===== src/hdl/agtl_params.svh =====
// ==========================================================================
// register map, field positions, reset values and timing counts of the
// level-control gain sequencer
// assumes a 40 MHz system clock and 0.75 dB amplifier gain steps
// ==========================================================================
// Functional notes
// - normal attack step 104us at code 0, doubling per code, to 106ms
// - normal decay step 410us at code 0, doubling per code, to 420ms
// - limiter attack step 22.7us at code 0, doubling per code, to 23.2ms
// - limiter decay step 90.8us at code 0, doubling per code, to 93ms
// - ceiling code in control one bits 5:3, resets to 111
// - floor code in control one bits 2:0, resets to 000
// - ceiling 111 means 35.25 dB, 6 dB less per code down to -6.75
// - floor 000 means -12 dB, 6 dB more per code up to 30 dB
// - limits act only while the loop is enabled
// - normal mode never raises gain above the ceiling
// - limiter upper bound is the starting gain, ceiling only if lower
// - gain outside floor-to-ceiling range is pulled back at once
// - hold code in control two bits 7:4, resets to 0000
// - normal mode waits the hold delay before a decay phase
// - hold expiry without interruption starts decay steps
// - signal above target during hold abandons the hold
// - attack interval when reducing, decay interval when raising
// - limiter never raises gain above the gain held at entry
// - near-clip input ramps gain down at fastest attack rate
`ifndef AGTL_PARAMS_SVH
`define AGTL_PARAMS_SVH

// register offsets
`define AGTL_ADDR_CTL1      8'h20
`define AGTL_ADDR_CTL2      8'h21
`define AGTL_ADDR_CTL3      8'h22
`define AGTL_ADDR_STAT      8'h23

// field positions
`define AGTL_EN_BIT         8
`define AGTL_CEIL_LSB       3
`define AGTL_FLOOR_LSB      0
`define AGTL_HOLD_LSB       4
`define AGTL_LVL_LSB        0
`define AGTL_MODE_BIT       8
`define AGTL_DCY_LSB        4
`define AGTL_ATK_LSB        0

// reset values
`define AGTL_EN_RST         1'h0
`define AGTL_CEIL_RST       3'h7
`define AGTL_FLOOR_RST      3'h0
`define AGTL_HOLD_RST       4'h0
`define AGTL_LVL_RST        4'h0
`define AGTL_MODE_RST       1'h0
`define AGTL_DCY_RST        4'h3
`define AGTL_ATK_RST        4'h2

// timing: times in ns as printed, counts derived at the clock rate
`define AGTL_CLK_MHZ        40
`define AGTL_T_ATK_NRM_NS   104000
`define AGTL_T_DCY_NRM_NS   410000
`define AGTL_T_ATK_LIM_NS   22700
`define AGTL_T_DCY_LIM_NS   90800
`define AGTL_T_HOLD_NS      2670000
`define AGTL_CYC(ns)        ((((ns) * `AGTL_CLK_MHZ) + 999) / 1000)
`define AGTL_CODE_MAX       4'hA

`endif


===== src/hdl/agtl_pkg.sv =====
// ==========================================================================
// types shared by the level-control gain sequencer
// assumes agtl_params.svh is on the include path
// ==========================================================================
`include "agtl_params.svh"

package agtl_pkg;

  // loop phase
  typedef enum logic [1:0] {PH_OFF, PH_ATTACK, PH_HOLD, PH_DECAY} agtl_phase_t;

  // register port request
  typedef struct packed {
    logic [7:0] addr;
    logic [8:0] wdata;
    logic       wr;
    logic       rd;
  } agtl_reg_req_t;

  // level detector verdicts
  typedef struct packed {
    logic above;
    logic near_clip;
  } agtl_level_t;

  // software settings
  typedef struct packed {
    logic       en;
    logic       mode;
    logic [2:0] ceil;
    logic [2:0] floor;
    logic [3:0] hold;
    logic [3:0] lvl;
    logic [3:0] atk;
    logic [3:0] dcy;
  } agtl_cfg_t;

  // whole state of the sequencer
  typedef struct packed {
    agtl_cfg_t   cfg;
    agtl_phase_t phase;
    logic [5:0]  gain;
    logic [5:0]  start_gain;
    logic [26:0] timer;
    logic        mode_d;
    logic [8:0]  rdata;
  } agtl_state_t;

endpackage


===== src/hdl/agtl_core.sv =====
// ==========================================================================
// level-control gain sequencer: steps the input amplifier gain
// assumes synchronous level verdicts and a one-cycle register port
// ==========================================================================
`include "agtl_params.svh"

module agtl_core import agtl_pkg::*; #(
  parameter int unsigned ATK_NRM_CYC = `AGTL_CYC(`AGTL_T_ATK_NRM_NS),
  parameter int unsigned DCY_NRM_CYC = `AGTL_CYC(`AGTL_T_DCY_NRM_NS),
  parameter int unsigned HOLD_CYC    = `AGTL_CYC(`AGTL_T_HOLD_NS)
) (
  // clock and reset
  input  logic          clk,
  input  logic          sys_rst,
  // register port
  input  agtl_reg_req_t reg_req,
  output logic [8:0]    reg_rdata,
  // level detector
  input  agtl_level_t   level,
  // amplifier gain
  input  logic [5:0]    manual_gain,
  input  logic          manual_gain_load,
  output logic [5:0]    gain_out
);

  // ========================================================================
  // constants and decoders
  // ========================================================================
  localparam logic [26:0] ATK_LIM_BASE = 27'(`AGTL_CYC(`AGTL_T_ATK_LIM_NS));
  localparam logic [26:0] DCY_LIM_BASE = 27'(`AGTL_CYC(`AGTL_T_DCY_LIM_NS));
  localparam logic [26:0] ATK_NRM_BASE = 27'(ATK_NRM_CYC);
  localparam logic [26:0] DCY_NRM_BASE = 27'(DCY_NRM_CYC);
  localparam logic [26:0] HOLD_BASE    = 27'(HOLD_CYC);

  // codes past the table act as the last entry
  function automatic logic [3:0] sat_code(input logic [3:0] code);
    sat_code = (code > `AGTL_CODE_MAX) ? `AGTL_CODE_MAX : code;
  endfunction

  // one step interval: base doubled per code
  function automatic logic [26:0] step_iv(input logic [26:0] base, input logic [3:0] code);
    step_iv = base << sat_code(code);
  endfunction

  // ceiling code to gain index: 8 steps of 0.75 dB per 6 dB code
  function automatic logic [5:0] ceil_idx(input logic [2:0] code);
    ceil_idx = {code, 3'h7};
  endfunction

  function automatic logic [5:0] floor_idx(input logic [2:0] code);
    floor_idx = {code, 3'h0};
  endfunction

  // ========================================================================
  // derived terms
  // ========================================================================
  agtl_state_t q;
  agtl_state_t d;
  logic [5:0]  hi_w;
  logic [5:0]  lo_w;
  logic        in_rng;
  logic        down;
  logic        mode_chg;
  logic        entry;
  logic [26:0] atk_iv;
  logic [26:0] dcy_iv;
  logic [26:0] hold_iv;
  logic [26:0] tmr_inc;
  logic        tick_atk;
  logic        tick_dcy;
  logic        tick_hold;

  // bounds: limiter caps at the gain held on entry when that is below the ceiling
  assign lo_w     = floor_idx(q.cfg.floor);
  assign hi_w     = (q.cfg.mode && q.start_gain < ceil_idx(q.cfg.ceil)) ? q.start_gain
                                                                        : ceil_idx(q.cfg.ceil);
  assign in_rng   = (q.gain >= lo_w) && (q.gain <= hi_w);
  assign down     = level.above | level.near_clip;
  assign mode_chg = q.cfg.mode != q.mode_d;
  assign entry    = q.cfg.en && (q.phase == PH_OFF || mode_chg);

  // near clip forces the fastest attack of the current mode
  assign atk_iv   = level.near_clip ? (q.cfg.mode ? ATK_LIM_BASE : ATK_NRM_BASE)
                                    : step_iv(q.cfg.mode ? ATK_LIM_BASE : ATK_NRM_BASE, q.cfg.atk);
  assign dcy_iv   = step_iv(q.cfg.mode ? DCY_LIM_BASE : DCY_NRM_BASE, q.cfg.dcy);
  // hold code 1 is the base, so shift by one less
  assign hold_iv  = (q.cfg.hold == 4'h0) ? 27'h0 : (HOLD_BASE << (sat_code(q.cfg.hold) - 4'h1));
  assign tmr_inc  = q.timer + 27'h1;
  assign tick_atk  = tmr_inc >= atk_iv;
  assign tick_dcy  = tmr_inc >= dcy_iv;
  assign tick_hold = tmr_inc >= hold_iv;

  // ========================================================================
  // next state
  // ========================================================================
  always_comb begin
    d        = q;
    d.rdata  = 9'h000;
    d.mode_d = q.cfg.mode;
    // register writes
    if (reg_req.wr) begin
      unique case (reg_req.addr)
        `AGTL_ADDR_CTL1: begin
          d.cfg.en    = reg_req.wdata[`AGTL_EN_BIT];
          d.cfg.ceil  = reg_req.wdata[`AGTL_CEIL_LSB +: 3];
          d.cfg.floor = reg_req.wdata[`AGTL_FLOOR_LSB +: 3];
        end
        `AGTL_ADDR_CTL2: begin
          d.cfg.hold = reg_req.wdata[`AGTL_HOLD_LSB +: 4];
          d.cfg.lvl  = reg_req.wdata[`AGTL_LVL_LSB +: 4];
        end
        `AGTL_ADDR_CTL3: begin
          d.cfg.mode = reg_req.wdata[`AGTL_MODE_BIT];
          d.cfg.dcy  = reg_req.wdata[`AGTL_DCY_LSB +: 4];
          d.cfg.atk  = reg_req.wdata[`AGTL_ATK_LSB +: 4];
        end
        default: ; // unmapped and read-only writes are dropped
      endcase
    end
    // register reads, answered next cycle only
    if (reg_req.rd) begin
      unique case (reg_req.addr)
        `AGTL_ADDR_CTL1: d.rdata = {q.cfg.en, 2'h0, q.cfg.ceil, q.cfg.floor};
        `AGTL_ADDR_CTL2: d.rdata = {1'h0, q.cfg.hold, q.cfg.lvl};
        `AGTL_ADDR_CTL3: d.rdata = {q.cfg.mode, q.cfg.dcy, q.cfg.atk};
        `AGTL_ADDR_STAT: d.rdata = {1'h0, q.phase, q.gain};
        default:         d.rdata = 9'h000;
      endcase
    end
    // gain sequencing
    if (!q.cfg.en) begin
      // loop off: limits ignored, gain only from the manual path
      d.phase = PH_OFF;
      d.timer = 27'h0;
      if (manual_gain_load) begin
        d.gain = manual_gain;
      end
    end else if (entry) begin
      // start or mode switch: remember the starting gain for the limiter
      d.timer = 27'h0;
      d.phase = q.cfg.mode ? PH_DECAY : PH_HOLD;
      if (q.cfg.mode) begin
        d.start_gain = q.gain;
      end
    end else if (q.gain > hi_w) begin
      // out of range: jump back, no stepping; ceiling checked first, a floor above the ceiling makes the gain alternate between them
      d.gain  = hi_w;
      d.timer = 27'h0;
    end else if (q.gain < lo_w) begin
      d.gain  = lo_w;
      d.timer = 27'h0;
    end else if (down) begin
      // reducing gain always runs on the attack interval
      if (q.phase != PH_ATTACK) begin
        d.phase = PH_ATTACK;
        d.timer = 27'h0;
      end else if (tick_atk) begin
        d.timer = 27'h0;
        if (q.gain > lo_w) begin
          d.gain = q.gain - 6'h1;
        end
      end else begin
        d.timer = tmr_inc;
      end
    end else if (q.phase == PH_ATTACK) begin
      // quiet again: normal mode holds first, limiter goes straight up
      d.phase = q.cfg.mode ? PH_DECAY : PH_HOLD;
      d.timer = 27'h0;
    end else if (q.phase == PH_HOLD) begin
      if (tick_hold) begin
        d.phase = PH_DECAY;
        d.timer = 27'h0;
      end else begin
        d.timer = tmr_inc;
      end
    end else begin
      // raising gain always runs on the decay interval
      if (tick_dcy) begin
        d.timer = 27'h0;
        if (q.gain < hi_w) begin
          d.gain = q.gain + 6'h1;
        end
      end else begin
        d.timer = tmr_inc;
      end
    end
  end

  // ========================================================================
  // state register
  // ========================================================================
  always_ff @(posedge clk or posedge sys_rst) begin
    if (sys_rst) begin
      q            <= '0;
      q.cfg.en     <= `AGTL_EN_RST;
      q.cfg.mode   <= `AGTL_MODE_RST;
      q.cfg.ceil   <= `AGTL_CEIL_RST;
      q.cfg.floor  <= `AGTL_FLOOR_RST;
      q.cfg.hold   <= `AGTL_HOLD_RST;
      q.cfg.lvl    <= `AGTL_LVL_RST;
      q.cfg.atk    <= `AGTL_ATK_RST;
      q.cfg.dcy    <= `AGTL_DCY_RST;
      q.phase      <= PH_OFF;
      q.mode_d     <= `AGTL_MODE_RST;
    end else begin
      q <= d;
    end
  end

  // outputs straight from flops
  assign reg_rdata = q.rdata;
  assign gain_out  = q.gain;
endmodule


===== config.mk =====
export PLATFORM = sky130hd
export DESIGN_NAME = agtl_core
export DESIGN_NICKNAME = d
export VERILOG_FILES = /design/src/hdl/agtl_pkg.sv /design/src/hdl/agtl_core.sv
export VERILOG_INCLUDE_DIRS = /design/src /design/src/hdl
export SDC_FILE = /design/constraint.sdc
export NUM_CORES = 1
export LEC_CHECK = 0
export ABC_AREA = 1
export BUFFER_PORTS_ARGS = -buffer_cell sky130_fd_sc_hd__buf_2
export CAP_MARGIN = 15
export CORE_ASPECT_RATIO = 0.9
export CORE_MARGIN = 2
export CORE_UTILIZATION = 50
export DETAILED_ROUTE_END_ITERATION = 7
export PLACE_DENSITY_LB_ADDON = 0.1
export SLEW_MARGIN = 10
export SYNTH_ARGS = -nofsm -noshare
export SYNTH_HDL_FRONTEND = slang
export SYNTH_SLANG_ARGS = --single-unit

===== constraint.sdc =====
create_clock -name clk -period 4 [get_ports clk]
set_input_delay 0.6 -clock clk [delete_from_list [all_inputs] [get_ports clk]]
set_output_delay 0.6 -clock clk [all_outputs]
set_load 0.03 [all_outputs]

Yosys cells after proc, flatten, opt, wreduce, memory -nomap -nowiden
Cells that the tools add are included.
{"block": "word_totals", "in_bits": 30, "ff_bits": 75, "n_memories": 0, "mem_bits_ro": 0, "latchBits": 0, "word_cells": 108, "mem_bits_rw": 0}
{"block": "classes", "n_addsub": 4, "n_div": 0, "muxes": 42, "bitwise": 1, "eq_ne": 21, "shift": 3, "n_mul": 0, "n_lt_le_gt_ge": 11, "reduce_logical": 12}
{"operator": "$mux W27", "count": 13}
{"operator": "$ge A27 B27 Y1", "count": 3}
{"operator": "$mux W6", "count": 12}
{"operator": "$pmux W9 S4", "count": 1}
{"operator": "$eq A8 B6 Y1 const B", "count": 4}
{"operator": "$add A27 B1 Y27 const B", "count": 1}
{"operator": "$shl A13 B4 Y27", "count": 1}
{"operator": "$shl A15 B4 Y27", "count": 1}
{"operator": "$shl A17 B4 Y27 const A", "count": 1}
{"operator": "$ne A5 B1 Y1 const B", "count": 4}
{"operator": "$lt A6 B6 Y1", "count": 3}
{"operator": "$mux W8", "count": 2}
{"operator": "$mux W15", "count": 1}
{"operator": "$ne A5 B5 Y1 const B", "count": 3}
{"operator": "$mux W2", "count": 7}
{"operator": "$mux W13", "count": 1}
{"operator": "$gt A4 B4 Y1 const B", "count": 3}
{"operator": "$gt A6 B6 Y1", "count": 2}
{"operator": "$mux W4", "count": 3}
{"operator": "$ne A5 B2 Y1 const B", "count": 2}
{"operator": "$mux W9", "count": 1}
{"operator": "$reduce_and A9 Y1", "count": 1}
{"operator": "$add A6 B1 Y6 const B", "count": 1}
{"operator": "$ne A3 B3 Y1 const B", "count": 2}
{"operator": "other kinds (18)", "count": 21}

Depth between registers and ports, before layout
{"block": "logic_depth", "depth_word": 14, "ltp_mapped": 27, "depth_no_buf": 27}

Least setup slack after synthesis
Ideal clock, no wire load.
{"block": "synth_path", "path_type": "register to register", "from": "register q[66] (netlist bit)", "to": "register q[20] (netlist bit)", "required_time_ps": 3877, "period_less_slack_ps": 3440, "setup_slack_ps": 560, "path_buffers": 2, "stages_incl_launch_ff": 25, "arrival_time_ps": 3317, "setup_ps": 123, "cell_sequence": "dfrtp_1 -> inv_1 -> o21ai_0 -> inv_1 -> ha_1 -> nand3_1 -> nand2_1 -> inv_1 -> clkbuf_1 -> nand2_1 -> nand2_1 -> nand2_1 -> nand2_1 -> inv_1 -> ha_1 -> nand2_1 -> nor2_1 -> nand4_1 -> nor3_1 -> nand2_1 -> nand3_1 -> nand3_1 -> nand2_2 -> buf_2 -> nor2_1"}
{"item": "from (decl)", "line": "agtl_core.sv:57", "source": "agtl_state_t q;"}

==> results.tsv <==
stage	metric	value	unit
finish	Layout Cell Area excl Fill	0.00794	mm²
setup_path	RR Endpoint	q[28]	
logic_synthesis	proportion of synthesized area in mux cells	0.156	%
power	worst ir drop on vdd	0.197	mV
global_routing	all-layer global routing usage	26.1	%
power	P_leak	4.09	nW
power	net switching fraction of the power	34.8	%
setup_path	max incr delay on CP	0.56	ns
drt	highest routed layer	met4	
clocking	clock tree root buffer cell	clkbuf_16	
clocking	TritonCTS Sinks	75	
place	PortBufs	44	
finish	final design utilization	56.5	%
drt	number of routed nets with antenna violations	0	
drt	DRC errors left	0	
setup_path	CP required	4.28	ns
finish	count of nets after finishing	1229	
drt	average vias per placed instance	5.34	
clocking	clock latency on the worst-skew pair	0.36	ns
floorplanning	die width	131	µm
drt	length of routed met3 wiring	1670	µm
timing	final hold slack	0.332	ns
setup_path	Critical Path AT	3.97	ns
logic_synthesis	Cells after Synth	1064	
power	P_int	1.37	mW
logic_synthesis	simple-gate share of the synthesized area	28.0	%
power	total power of the final layout	2.10	mW
timing	crit path time final	3.69	ns
logic_synthesis	main combinational cell family by area after synthesis	simple AND/OR/NAND/NOR gates	
floorplanning	area of the core	0.0141	mm²
timing	measured slew at the worst slew-check pin	0.807	ns
floorplanning	count of pins on the block boundary	45	
logic_synthesis	number of distinct library cells after synthesis	51	
setup_path	worst setup path class	flip-flop to flip-flop	
clocking	level count of the clock H-tree	3	
setup_path	number of cells on the worst reg-to-reg path	20	
place	post-placement setup slack	0.284	ns
timing	Final WS setup	0.309	ns
drt	initial DRC count	624	
timing	tightest slew margin relative to the limit	45.8	%
drt	total wire length after detailed routing	19500	µm
finish	most common library cell in the layout ignoring fill and taps	nand2_1	
finish	area overhead of the layout relative to synthesis	9.81	%
finish	highest-count cells in the layout ignoring fill and taps	258 x nand2_1, 162 x inv_1, 106 x nor2_1	
logic_synthesis	cell area after synthesis	0.00723	mm²
finish	fraction of layout cells with a size suffix above 1	10.1	%
floorplanning	starting density of the core	51.5	%
place	HPWL after detailed placement	15500	µm
logic_synthesis	share of the synthesized netlist area taken by xor and xnor gates	2.42	%
power	switching power	0.731	mW
timing	Tcrit/Tclk final	92.3	%
floorplanning	floorplan row count	41	
place	final weighted congestion of routability-driven global placement	0.954	
setup_path	crit path max-delay cell type	dfstp_2	
timing	Clock Skews	0.0109	ns
setup_path	buffer and inverter count on the worst path	3	
logic_synthesis	share of synthesized cell area in full adder, half adder and majority cells	16.5	%
floorplanning	floorplan die area	0.0154	mm²
logic_synthesis	Main synth FF type	dfrtp_1	
power	Comb power frac	23.2	%
global_routing	initial antenna violation count	0	
global_routing	maximum number of pins on one net before global-route repair	41	
drt	met2 wire length	7930	µm
finish	Layout Cells excl Fill	1302	
place	cell count after placement	1283	
clocking	TritonCTS clock tree	done	
clocking	clock transition at the registers of the reported paths	0.07	ns
power	clock share of power	38.1	%
logic_synthesis	sequential-to-total area share from yosys stat	26.0	%
setup_path	R2R Setup Slk	0.31	ns
setup_path	crit-path cells	inv_1, ha_1, nand2_1, nor2_1, a211oi_1, nand3_1, o21ai_0, ha_1, nand2_1, nor2_1, o21ai_1, o211ai_1, nand2_1, nand2_2, inv_1, nand3_1, a21oi_1, nand2_2, buf_12, nor2_1	
drt	average wire per standard cell	14.9	µm
global_routing	remaining global-route overflow	0	
timing	number of slew-limit violations in the final report	0	
logic_synthesis	number of synthesized flops with an enable pin	0	
timing	f_max	271	MHz
setup_path	FF-to-FF Start	q[72]	
finish	Diodes inserted	0	
drt	DRT Pass-1 Iters	5	
logic_synthesis	number of warning messages in the yosys log	0	
global_routing	wire length of the first global-routing pass	31600	µm
setup_path	dominant delay contributor by cell family on the critical path	simple AND/OR/NAND/NOR gates	
setup_path	maximum fanout along the worst path	27	
global_routing	vias in the first global route	6237	
power	power density over the cells	265	mW/mm²
floorplanning	Die Height	118	µm
logic_synthesis	fraction of registers with async set/reset	100	%
worst_hold_path	worst hold-check path type	input port to async pin	
timing	hold violation total from the final report	0	
flow_run	Max-cap violations	0	
place	cell area after placement	0.00762	mm²
logic_synthesis	Mapped Avg Cell Area	6.80	µm²
timing	number of setup violations in the final report	0	
setup_path	kind of start point of the critical path	flip-flop	
setup_path	Worst setup EP type	flip-flop	
drt	routed metal-1 wire length	9610	µm
drt	routed vias	6958	
clocking	number of buffers on the longest clock path	2	
setup_path	critical path depth in cells	20	
clocking	clock buffer count from CTS	9	
logic_synthesis	flops & latches, synth	75	
logic_synthesis	share of the synthesized area in compound gates (AO/OA/AOI/OAI)	15.5	%
power	sequential power share	38.7	%
timing	setup TNS after final layout	0	ns
run_status	status	complete, no violations	
final cells by class:
class | count | area [µm²]
fill | 1429 | 6110
multi-input combinational | 793 | 4570
sequential | 75 | 1880
inverter | 167 | 628
timing repair buffer | 58 | 338
tap | 193 | 241
clock buffer | 9 | 225
clock inverter | 7 | 58.8
how the worst max path moves through the flow:
stage | startpoint | endpoint | slack (ns)
floorplan | q[66] | q[20] | 0.56
global route | q[11] | gain_out[0] | -0.007
finish | q[72] | q[28] | 0.31
detailed placement | q[10] | gain_out[0] | 0.28
CTS | q[10] | gain_out[4] | 0.26
global placement | q[10] | gain_out[0] | 0.29
worst reg2reg max path: cells and delay by family (launching register included):
family	cells	cell delay, ns
compound gates	5	0.99
flops	1	0.56
fa+ha+maj	2	0.57
simple gates	10	1.16
buf+inv	3	0.35
Yosys cell counts (12+ instances only):
library cell    n  area [µm²]
o211ai_1       12        90.1
dfrtp_1        69        1730
o21ai_0        72         360
o22ai_1        15        93.8
inv_1         164         616
clkbuf_1       14        52.6
nand2_1       259         972
xor2_1         14         123
nand4_1        21         131
nor2_1        108         405
ha_1           94        1180
buf_4          15         113
a21oi_1        67         335
nand3_1        43         215
state kept, by name, summed over array words and instances (netlist names):
register   count
q             56
reg_rdata      9
gain_out       6
lo_w           3
d              1
cells by family (layout without fill, tap and decap cells):
group                    count (synthesis)  in the layout
AO/OA/AOI/OAI                          199            199
XOR/XNOR                                20             20
adder cells (fa/ha/maj)                 95             95
buffers and inverters                  201            241
flip-flops                              75             75
multiplexers                             1              1
other                                    1              6
AND/OR/NAND/NOR                        472            472
per-layer routing:
layer / global-route usage (%) / up-vias
met2: 35.5 / 213
met1: 41.4 / 3161
met4: 6.05 / 0
li1: - / 3563
met3: 5.86 / 21
met5: 0 / -
power groups by stage:
stage          Clock [mW]  Sequential, mW  Combinational, mW
2_1_floorplan           0           0.812              0.358
3_3_place_gp            0           0.826              0.473
3_5_place_dp            0           0.827              0.475
4_1_cts             0.821           0.812              0.478
5_1_grt             0.842           0.817              0.552
6_report            0.800           0.814              0.488
timing repair:
action                                  4_1_cts  5_1_grt
hold buffers                                  0        0
resized for setup                             0        6
endpoints found under the setup margin        0        8
setup buffers                                 0        3
Power figures use the tool's default switching activity.
